## src/crsd_pkg.sv

```systemverilog
package crsd_pkg;
    // ------------------------------------------------------------
    // Widths
    // ------------------------------------------------------------
    localparam int PLAT_CODE_W = 4;
    localparam int CORE_CODE_W = 2;
    localparam int RATIO_W = 5;
    localparam int CORE_X2_W = 3;
    localparam int MHZ_W = 11;

    // ------------------------------------------------------------
    // Ratio tables
    // ------------------------------------------------------------
    // Platform multiple per strap code; zero marks a reserved code.
    localparam logic [RATIO_W-1:0] PLAT_RATIO_LUT [16] = '{
        5'h10, 5'h00, 5'h02, 5'h03, 5'h04, 5'h05, 5'h06, 5'h00,
        5'h08, 5'h09, 5'h0a, 5'h00, 5'h0c, 5'h00, 5'h00, 5'h00};
    localparam logic [RATIO_W-1:0] PLAT_RATIO_RSVD = 5'h00;
    // Core multiple of the platform clock, counted in halves.
    localparam logic [CORE_X2_W-1:0] CORE_X2_LUT [4] = '{3'h4, 3'h5, 3'h6, 3'h7};

    // ------------------------------------------------------------
    // Frequency limits and default reference frequency in MHz
    // ------------------------------------------------------------
    localparam int MEM_MIN_MHZ = 100;
    localparam int MEM_MAX_MHZ = 166;
    localparam int PLAT_MIN_MHZ = 200;
    localparam int CORE_MIN_MHZ = 400;
    localparam int REF_FREQ_MHZ_DEF = 100;

    // ------------------------------------------------------------
    // Values after reset
    // ------------------------------------------------------------
    localparam logic [RATIO_W-1:0] RATIO_RST = 5'h00;
    localparam logic [CORE_X2_W-1:0] CORE_X2_RST = 3'h0;
    localparam logic [MHZ_W-1:0] MHZ_RST = 11'h000;
endpackage

```

## src/crsd_ratio_if.sv

```systemverilog
`timescale 1ns/10ps
interface crsd_ratio_if;
    import crsd_pkg::*;
    logic [PLAT_CODE_W-1:0] plat_code;
    logic [CORE_CODE_W-1:0] core_code;
    logic [RATIO_W-1:0] plat_ratio;
    logic plat_rsvd;
    logic [CORE_X2_W-1:0] core_x2;
    modport ctl (output plat_code, output core_code, input plat_ratio, input plat_rsvd,
        input core_x2);
    modport dec (input plat_code, input core_code, output plat_ratio, output plat_rsvd,
        output core_x2);
endinterface

```

## src/crsd_ratio_decode.sv

```systemverilog
`timescale 1ns/10ps
module crsd_ratio_decode (
    crsd_ratio_if.dec rif
);
    import crsd_pkg::*;

    function automatic logic [RATIO_W-1:0] plat_ratio_of(input logic [PLAT_CODE_W-1:0] code);
        plat_ratio_of = PLAT_RATIO_LUT[code];
    endfunction

    assign rif.plat_ratio = plat_ratio_of(rif.plat_code);
    assign rif.plat_rsvd = (plat_ratio_of(rif.plat_code) == PLAT_RATIO_RSVD);
    // High strap is the first bit of the code, low strap the second.
    assign rif.core_x2 = CORE_X2_LUT[rif.core_code];
endmodule // crsd_ratio_decode

```

## src/crsd_top.sv

```systemverilog
`timescale 1ns/10ps
module crsd_top #(
    parameter int REF_FREQ_MHZ = crsd_pkg::REF_FREQ_MHZ_DEF
) (
    input wire logic clk,
    input wire logic clk_en,
    input wire logic resetn,
    input wire logic [crsd_pkg::PLAT_CODE_W-1:0] platform_ratio_strap,
    input wire logic core_ratio_strap_hi,
    input wire logic core_ratio_strap_lo,
    input wire logic pci_width_strap,
    output logic strap_pullup_en,
    output logic memory_sync_feedback_out,
    output logic memory_sync_feedback_out_oe_n,
    output logic config_valid,
    output logic [crsd_pkg::RATIO_W-1:0] platform_ratio,
    output logic platform_ratio_reserved,
    output logic [crsd_pkg::CORE_X2_W-1:0] core_ratio_x2,
    output logic [crsd_pkg::MHZ_W-1:0] platform_freq_mhz,
    output logic [crsd_pkg::MHZ_W-1:0] mem_freq_mhz,
    output logic mem_freq_ok,
    output logic plat_freq_ok,
    output logic core_freq_ok,
    output logic pci_64bit
);
    import crsd_pkg::*;

    // ------------------------------------------------------------
    // Pin synchronisers
    // ------------------------------------------------------------
    // Straps come from pins, so they pass two flops before capture.
    logic [PLAT_CODE_W+CORE_CODE_W:0] strap_s1_r;
    logic [PLAT_CODE_W+CORE_CODE_W:0] strap_s2_r;

    always_ff @(posedge clk) begin
        if (clk_en) begin
            strap_s1_r <= {platform_ratio_strap, core_ratio_strap_hi, core_ratio_strap_lo,
                pci_width_strap};
            strap_s2_r <= strap_s1_r;
        end
    end

    // ------------------------------------------------------------
    // Strap capture
    // ------------------------------------------------------------
    // The capture follows the pins during reset and freezes at release, so the
    // shared local bus pins may toggle freely afterwards.
    logic [PLAT_CODE_W-1:0] plat_code_r;
    logic [CORE_CODE_W-1:0] core_code_r;
    logic pci_strap_r;

    always_ff @(posedge clk) begin
        if (clk_en && !resetn) begin
            plat_code_r <= strap_s2_r[PLAT_CODE_W+CORE_CODE_W:CORE_CODE_W+1];
            core_code_r <= strap_s2_r[CORE_CODE_W:1];
            pci_strap_r <= strap_s2_r[0];
        end
    end

    crsd_ratio_if rif ();
    assign rif.plat_code = plat_code_r;
    assign rif.core_code = core_code_r;

    crsd_ratio_decode crsd_ratio_decode_i (
        .rif(rif)
    );

    // ------------------------------------------------------------
    // Reset-time pin control
    // ------------------------------------------------------------
    logic pullup_r;
    logic valid_r;

    always_ff @(posedge clk) begin
        if (clk_en) begin
            pullup_r <= !resetn;
            valid_r <= resetn;
        end
    end
    assign strap_pullup_en = pullup_r;
    assign config_valid = valid_r;

    // The feedback pin is never released, not even in reset; it toggles at
    // half the clock rate once the configuration is valid.
    logic fb_toggle_r;

    always_ff @(posedge clk) begin
        if (clk_en) begin
            if (!resetn) begin
                fb_toggle_r <= 1'b0;
            end else if (valid_r) begin
                fb_toggle_r <= !fb_toggle_r;
            end
        end
    end
    assign memory_sync_feedback_out = fb_toggle_r;
    assign memory_sync_feedback_out_oe_n = 1'b0;

    // ------------------------------------------------------------
    // Decoded ratios and frequency checks
    // ------------------------------------------------------------
    logic [RATIO_W-1:0] plat_ratio_r;
    logic plat_rsvd_r;
    logic [CORE_X2_W-1:0] core_x2_r;
    logic [MHZ_W-1:0] plat_mhz_r;
    logic [MHZ_W-1:0] plat_mhz_nxt;
    logic [MHZ_W-1:0] mem_mhz_r;
    logic [MHZ_W-1:0] mem_mhz_nxt;
    logic [MHZ_W+2:0] core_mhz_nxt;
    logic mem_ok_r;
    logic plat_ok_r;
    logic core_ok_r;
    logic pci64_r;

    always_comb begin
        plat_mhz_nxt = MHZ_W'(REF_FREQ_MHZ * int'(rif.plat_ratio));
        mem_mhz_nxt = plat_mhz_nxt >> 1;
        core_mhz_nxt = (MHZ_W+3)'((int'(plat_mhz_nxt) * int'(rif.core_x2)) >> 1);
    end

    // Outputs settle one cycle after release and then never move until reset.
    always_ff @(posedge clk) begin
        if (clk_en) begin
            if (!resetn) begin
                plat_ratio_r <= RATIO_RST;
                plat_rsvd_r <= 1'b0;
                core_x2_r <= CORE_X2_RST;
                plat_mhz_r <= MHZ_RST;
                mem_mhz_r <= MHZ_RST;
                mem_ok_r <= 1'b0;
                plat_ok_r <= 1'b0;
                core_ok_r <= 1'b0;
                pci64_r <= 1'b0;
            end else if (!valid_r) begin
                plat_ratio_r <= rif.plat_ratio;
                plat_rsvd_r <= rif.plat_rsvd;
                core_x2_r <= rif.core_x2;
                plat_mhz_r <= plat_mhz_nxt;
                mem_mhz_r <= mem_mhz_nxt;
                mem_ok_r <= (int'(mem_mhz_nxt) >= MEM_MIN_MHZ)
                    && (int'(mem_mhz_nxt) <= MEM_MAX_MHZ);
                plat_ok_r <= int'(plat_mhz_nxt) >= PLAT_MIN_MHZ;
                core_ok_r <= int'(core_mhz_nxt) >= CORE_MIN_MHZ;
                // A low strap through reset selects the wide bus.
                pci64_r <= !pci_strap_r;
            end
        end
    end

    assign platform_ratio = plat_ratio_r;
    assign platform_ratio_reserved = plat_rsvd_r;
    assign core_ratio_x2 = core_x2_r;
    assign platform_freq_mhz = plat_mhz_r;
    assign mem_freq_mhz = mem_mhz_r;
    assign mem_freq_ok = mem_ok_r;
    assign plat_freq_ok = plat_ok_r;
    assign core_freq_ok = core_ok_r;
    assign pci_64bit = pci64_r;

    // ------------------------------------------------------------
    // Checks
    // ------------------------------------------------------------
    chk_ratio_hold: assert property (@(posedge clk) disable iff (!resetn)
        valid_r && $past(valid_r) |-> $stable(plat_ratio_r) && $stable(core_x2_r))
        else $error("ratio changed after release");

    chk_plat_twelve: assert property (@(posedge clk) disable iff (!resetn)
        valid_r && plat_code_r == 4'hc |-> plat_ratio_r == 5'h0c)
        else $error("code 1100 not decoded as 12");

    chk_rsvd_flag: assert property (@(posedge clk) disable iff (!resetn)
        valid_r |-> plat_rsvd_r == (plat_ratio_r == 5'h00))
        else $error("reserved flag disagrees with ratio");

    chk_core_decode: assert property (@(posedge clk) disable iff (!resetn)
        valid_r |-> core_x2_r == {1'b1, core_code_r})
        else $error("core ratio decode wrong");

    chk_strap_capture: assert property (@(posedge clk) disable iff (!resetn)
        $rose(valid_r) && $past(clk_en, 2) |->
        plat_code_r == $past(strap_s2_r[PLAT_CODE_W+CORE_CODE_W:CORE_CODE_W+1], 2))
        else $error("platform strap not captured at release");

    chk_pullup_off: assert property (@(posedge clk) disable iff (!resetn)
        valid_r |-> !pullup_r)
        else $error("pull-up active outside reset");

    chk_sync_driven: assert property (@(posedge clk) disable iff (!resetn)
        $past(!resetn) |-> !memory_sync_feedback_out_oe_n && !fb_toggle_r)
        else $error("feedback pin not driven through reset");

    chk_mem_range: assert property (@(posedge clk) disable iff (!resetn)
        valid_r |-> mem_ok_r == (mem_mhz_r >= 11'h064 && mem_mhz_r <= 11'h0a6)
            && mem_mhz_r == (plat_mhz_r >> 1))
        else $error("memory clock range flag wrong");

    chk_mem_toggle: assert property (@(posedge clk) disable iff (!resetn)
        valid_r && clk_en ##1 clk_en |-> fb_toggle_r != $past(fb_toggle_r))
        else $error("feedback clock not at half rate");

    chk_plat_sixteen: assert property (@(posedge clk) disable iff (!resetn)
        valid_r && plat_code_r == 4'h0 |-> plat_ratio_r == 5'h10)
        else $error("code 0000 not decoded as 16");

    chk_pci_capture: assert property (@(posedge clk) disable iff (!resetn)
        $rose(valid_r) && $past(clk_en, 2) |->
        pci64_r == !$past(strap_s2_r[0], 2))
        else $error("bus width strap not captured at release");

    chk_flag_hold: assert property (@(posedge clk) disable iff (!resetn)
        valid_r && $past(valid_r) |-> $stable(pci64_r) && $stable(plat_mhz_r))
        else $error("latched configuration changed after release");
endmodule // crsd_top

```

## config.mk

```make
export PLATFORM = sky130hd
export DESIGN_NAME = crsd_top
export DESIGN_NICKNAME = d
export VERILOG_FILES = /design/src/crsd_pkg.sv /design/src/crsd_ratio_if.sv /design/src/crsd_ratio_decode.sv /design/src/crsd_top.sv
export SDC_FILE = /design/constraint.sdc
export NUM_CORES = 1
export LEC_CHECK = 0
export BUFFER_PORTS_ARGS = -buffer_cell sky130_fd_sc_hd__buf_4
export CORE_UTILIZATION = 51
export DETAILED_ROUTE_END_ITERATION = 7
export PLACE_DENSITY = 0.85
export SYNTH_ARGS = -nofsm -noshare
export SYNTH_HDL_FRONTEND = slang
export SYNTH_SLANG_ARGS = --single-unit
```

## constraint.sdc

```tcl
create_clock -name clk -period 4.9 [get_ports clk]
set_input_delay 0.735 -clock clk [delete_from_list [all_inputs] [get_ports clk]]
set_output_delay 0.735 -clock clk [all_outputs]
set_load 0.02 [all_outputs]
```

# Word-level counts from Yosys, hierarchy flattened
# Memory sizes are Yosys's and may differ from the RTL's.
# Index checks and enable logic that the tools add are counted.
dict set report totals {
  ff_bits 55
  mem_bits_ro 80
  in_bits 10
  output_inout_bits 39
  elab_cells 53
  n_memories 1
}
dict set report classes {
  multipliers 2
  magnitude_cmp 6
  eq_ne 2
  n_mux 15
  bitwise_logic 2
  n_reduce_logical 8
}
# name words word_bits read_ports rd_clocked_by_memory_dff write_ports line_no
set memory_table {}
lappend memory_table {{(name not given)} 16 5 1 0 0 crsd_ratio_decode.sv:8} ;# plat_ratio_of = PLAT_RATIO_LUT[code];
# cell count
set ops {}
lappend ops {{$mux 5} 3}
lappend ops {{$ge 13x9->1 const B} 1}
lappend ops {{$mul 9x3->12} 1}
lappend ops {{$ge 11x8->1 const B} 1}
lappend ops {{$mux 11} 1}
lappend ops {{$ge 10x7->1 const B} 1}
lappend ops {{$le 10x8->1 const B} 1}
lappend ops {{$mux 10} 1}
lappend ops {{$mul 5x5->9 const A} 1}
lappend ops {{$mux 3} 3}
lappend ops {{$bmux 3 s2} 1}
lappend ops {{$mux 1} 6}
lappend ops {{$ge 5x5->1 const B} 1}
lappend ops {{$logic_not 5->1} 1}
lappend ops {{$not 4->5} 1}
lappend ops {{$reduce_and 2->1} 2}
lappend ops {{$ge 3x3->1 const B} 1}
lappend ops {{$logic_not 1->1} 3}
lappend ops {{$not 2->3} 1}
lappend ops {{$logic_and 1x1->1} 2}
lappend ops {{$ne 2x1->1 const B} 1}
lappend ops {{$ne 2x2->1 const B} 1}

# Longest topological paths before layout
dict set report depth {
  word_depth 8
  depth_mapped 22
  mapped_depth_nobuf 21
}

# Modules after synthesis
# A second synthesis with hierarchy kept.
dict set report hier_totals {
  cells_unflattened 249
  area_unflattened_um2 2783.9
}
# mod instances cells_each area_each_um2
set modules_own_cells {}
lappend modules_own_cells {crsd_top 1 227 2620.0}
lappend modules_own_cells {crsd_ratio_decode 1 22 163.9}

# Least setup slack after synthesis
# Ideal clock, no wire load.
dict set report synth_path {
  kind {register -> register}
  from {register plat_code_r[3]}
  to {register core_ok_r (netlist: core_freq_ok) (data pin)}
  setup_ns 0.268
  arrival_ns 4.502
  required_ns 4.632
  slack_ns 0.130
  stages_incl_launch_ff 23
  period_less_slack_ns 4.770
  cell_sequence {edfxtp_1 > buf_6 > a21oi_1 > o21a_1 > inv_1 > ha_1 > inv_1 > ha_1 > inv_1 > fa_1 > inv_1 > a21o_1 > a21oi_1 > xnor2_1 > nand2_1 > fa_1 > inv_1 > ha_1 > mux2_2 > a2111oi_0 > nand4_1 > a211oi_1 > o211ai_1}
}
dict set report synth_via {
  elab_chain_cells 8
}
# element line_no
set synth_lines {}
lappend synth_lines {{start: declaration} crsd_top.sv:48} ;# logic [PLAT_CODE_W-1:0] plat_code_r;
lappend synth_lines {{start signal: assignment} crsd_top.sv:54} ;# plat_code_r <= strap_s2_r[PLAT_CODE_W+CORE_CODE_W:CORE_CODE_W+1];
lappend synth_lines {{$not 4->5 (implied by the code)} crsd_ratio_decode.sv:8}
lappend synth_lines {{$mem_v2 16x5} -}
lappend synth_lines {{$mux 5} -}
lappend synth_lines {{$mux 5 (implied by the code)} crsd_ratio_decode.sv:8}
lappend synth_lines {{net crsd_ratio_decode_i.rif.plat_ratio[2]} crsd_ratio_if.sv:11} ;# modport dec (input plat_code, input core_code, output plat_ratio, output plat_rsvd,
lappend synth_lines {{$mul 5x5->9} crsd_top.sv:116} ;# plat_mhz_nxt = MHZ_W'(REF_FREQ_MHZ * int'(rif.plat_ratio));
lappend synth_lines {{net mem_mhz_nxt[9]} crsd_top.sv:108} ;# logic [MHZ_W-1:0] mem_mhz_nxt;
lappend synth_lines {{$mul 9x3->12} crsd_top.sv:118} ;# core_mhz_nxt = (MHZ_W+3)'((int'(plat_mhz_nxt) * int'(rif.core_x2)) >> 1);
lappend synth_lines {{$ge 13x9->1} crsd_top.sv:143} ;# core_ok_r <= int'(core_mhz_nxt) >= CORE_MIN_MHZ;
lappend synth_lines {{$mux 1} crsd_top.sv:134} ;# end else if (!valid_r) begin
lappend synth_lines {{end signal: assignment} crsd_top.sv:132} ;# core_ok_r <= 1'b0;
lappend synth_lines {{end signal: assignment} crsd_top.sv:143}
lappend synth_lines {{end: declaration} crsd_top.sv:112} ;# logic core_ok_r;
# The timed path passes the listed nets, and every way through them passes these cells. The select of a mux whose other input is x is not followed.
# A chain may end at the register's enable or synchronous reset.

# Worst setup path in the final report
# Same ends and word-level chain as after synthesis.

==> key figures <==
Run status
  • Outcome: finished, final reports clean

Place
  • Placed insts: about 360
  • Hpwl dp: ~3800 µm
  • Placed cell area: about 3100 µm²
  • Port buffer count: 43
  • GPL Wtd Cong: 0.880
  • Setup slack at placement: -70.7 ps

Yosys
  • XOR/XNOR share of the synthesized area: 0.0250
  • Distinct cells, synth: 46
  • Synthesized instance count: about 250
  • Adder-cell share of the synthesized area: 0.169
  • Synthesized flop and latch total: 43
  • Post-synthesis mux area share: 0.00759
  • Synth warn: 0
  • Post-synth EDFFs: between 40 and 50
  • Top cells by area, synth: edfxtp_1, ha_1, fa_1
  • Synth top area share: 0.461
  • Post-synthesis compound-gate area fraction: 0.112
  • Post-Synth Simple-Gate Area: 0.124
  • Syn Area/Cell: between 10 and 15 µm²
  • Post-synthesis async set-or-reset flop share: 0
  • Top cells by count, synth: edfxtp_1, inv_1, ha_1, nor2_1, buf_4
  • Mapped Area: between 2000 and 3000 µm²
  • Most common cell in the netlist: edfxtp_1
  • Ys flop type: edfxtp_1
  • Post-synth top area cell: edfxtp_1
  • Register area share after synthesis: 0.461
  • Main combinational cell family by area after synthesis: adder cells

Setup path
  • Crit path buf inv count: 4
  • CP endpoint kind: register
  • Crit-path slowest cell: fa_1
  • RR Startpoint: plat_code_r[3]
  • CP max FO: 9
  • CP top delay family: adder cells
  • Most used cell, CP: ha_1
  • Crit-path max cell delay: approximately 500 ps
  • Startpoint Class: register
  • Crit Path Class: register to register
  • CP cell instances: buf_4 -> a21oi_2 -> o21a_1 -> inv_1 -> ha_1 -> inv_1 -> ha_1 -> ha_1 -> a21o_1 -> a21oi_1 -> xnor2_2 -> nand2_1 -> fa_1 -> inv_1 -> ha_1 -> a21o_1 -> a2111o_1 -> mux2i_1 -> a211oi_2 -> o211ai_1
  • Crit path from: plat_code_r[3]
  • Arr. time, crit path: just under 5000 ps
  • Worst EP required: 5040 ps

STA
  • Fin. max-slew vios: 0
  • Tightest Pin Transition: 595 ps
  • Slew headroom: 0.602
  • Setup WS post-layout: slightly below 90 ps
  • Final hold vios: 0
  • Max Clk Rate: between 200 and 250 MHz
  • Final Skew: ~4.8 ps
  • Setup TNS: 0 ps
  • Period minus WS final: around 4800 ps
  • Final setup vio count: 0
  • Fin crit share: 0.982

Cells and area
  • Reg area: around 1300 µm²
  • Share of cells above drive strength 1: 0.289
  • Layout area overhead: 22.4%
  • Finished Cell Area: about 3400 µm²
  • Filler cell count in the final layout: 394
  • Fin cells: around 370
  • Final net count: 346
  • Area of the multi-input gates: 1350 µm²
  • # diodes: 0

Clock network
  • Clk buf depth: 2
  • H-tree levels: 2
  • Clk slew on worst S/H paths: roughly 80 ps
  • Root Buffer: clkbuf_8
  • CTS tree: built
  • Cts bufs inserted: 5
  • Clock Latency Late Sink: roughly 300 ps
  • CTS hold repair buffers: 0
  • CTS Sinks: between 40 and 50

Die
  • Core Rows: 26
  • I/O Pins: between 40 and 50
  • Core ar.: approximately 5200 µm²
  • Die area: just under 6000 µm²
  • Die Y: about 76 µm
  • Initial Util: 0.539
  • Die Wd: 76.1 µm

GRT
  • Gr ovfl total: 0
  • First-pass GRT wire length: 8310 µm
  • Overall Global Routing Usage: 0.181
  • Largest net degree at the start of global routing: 20
  • Initial antenna violation count: 0
  • Vias in the first global route: around 1800

Route
  • WL final: approximately 5500 µm
  • Post-route DRC: 0
  • Amount of wire on met3 after detailed routing: about 290 µm
  • DR vias/cell: 5.24
  • WL met2: slightly below 3000 µm
  • Top sig layer: met4
  • M1 wire length: between 2000 and 2500 µm
  • 1st-iter DRT viols: 83
  • Routed vias: ~2000
  • Drt pass-1 iters: 4
  • DR WL/cell: approximately 15 µm
  • Final ANT Viol Nets: 0

Power
  • Power Density: approximately 310 nW/µm²
  • Cell leakage power: 1.59 nW
  • Worst vdd ir: approximately 0.00021 V
  • Power, Total: 0.00107 W

Min path
  • Hold WC Path Type: register to register
  • HP Start: strap_s1_r[6]

Run
  • Max_cap viols: 0
-- repair_timing --
item                                    4_1_cts  5_1_grt
gates resized for setup                       1       16
setup buffers                                 1        9
pin swaps                                     1        9
endpoints found under the setup margin        1        1
-- report_power, final --
group | switching, W | internal, W | total [W]
clock network | 0.000122 | 0.000152 | 0.000273
registers | 0.0000119 | 0.000437 | 0.000448
logic | 0.000201 | 0.000152 | 0.000353
-- kinds of logic (layout without fill, tap and decap cells) --
logic type / count (synthesis) / in the layout
mux: 2 / 2
buf+inv: 54 / 101
flops: 43 / 43
simple gates: 68 / 68
compound gates: 44 / 44
fa+ha+maj: 33 / 33
xor+xnor: 8 / 8
other cells: 1 / 5
-- worst paths after layout --
| check | end | slack, ps | depth (start not counted) |
|---|---|---|---|
| setup / recovery | core_freq_ok | 90 | 20 |
| setup reg to reg | core_freq_ok | 90 | 20 |
| hold / removal | strap_s2_r[6] | 420 | 0 |
| hold reg to reg | strap_s2_r[6] | 420 | 0 |
-- layer usage --
metal  track usage  vias to the layer above
met4        0.0500                        0
met2         0.325                       69
met5             0                        -
met1         0.216                      926
met3        0.0431                        5
li1              -                      960
-- worst reg2reg max path, stage by stage (launching register included) --
cell	delay [ps]
edfxtp_1	490
buf_4	190
a21oi_2	130
o21a_1	150
inv_1	60
ha_1	280
inv_1	60
ha_1	330
ha_1	290
a21o_1	180
a21oi_1	260
xnor2_2	200
nand2_1	120
fa_1	500
inv_1	50
ha_1	390
a21o_1	220
a2111o_1	410
mux2i_1	160
a211oi_2	50
o211ai_1	150
-- metrics by stage --
stage	util	hold slack (ps)
floorplan	-	400
global placement	0.604	400
detailed placement	0.604	405
CTS	0.627	425
global route	0.659	432
finish	0.659	424
-- final cells by class --
type	count	area share
multi-input combinational	160	0.392
sequential	43	0.376
timing repair buffer	65	0.143
inverter	28	0.0306
tap	70	0.0255
clock buffer	5	0.0201
clock inverter	3	0.0128
-- cell usage in the layout, fill, tap and decap left out, types with 6 or more instances in the layout --
| master | Yosys | routed |
|---|---|---|
| nand2_1 | 15 | 15 |
| a21o_1 | 6 | 6 |
| and2_1 | 8 | 8 |
| fa_1 | 8 | 7 |
| o21ai_0 | 8 | 8 |
| ha_1 | 25 | 22 |
| nor2_1 | 24 | 24 |
| edfxtp_1 | 43 | 43 |
| buf_4 | 17 | 63 |
| inv_1 | 28 | 28 |
-- sequential cells by signal, summed over array words and instances (netlist names), 2 cells and up --
name	flops
strap_s1_r	7
strap_s2_r	7
platform_freq_mhz	6
platform_ratio	5
plat_code_r	4
core_ratio_x2	3
core_code_r	2
(Power assumes the default switching activity.)
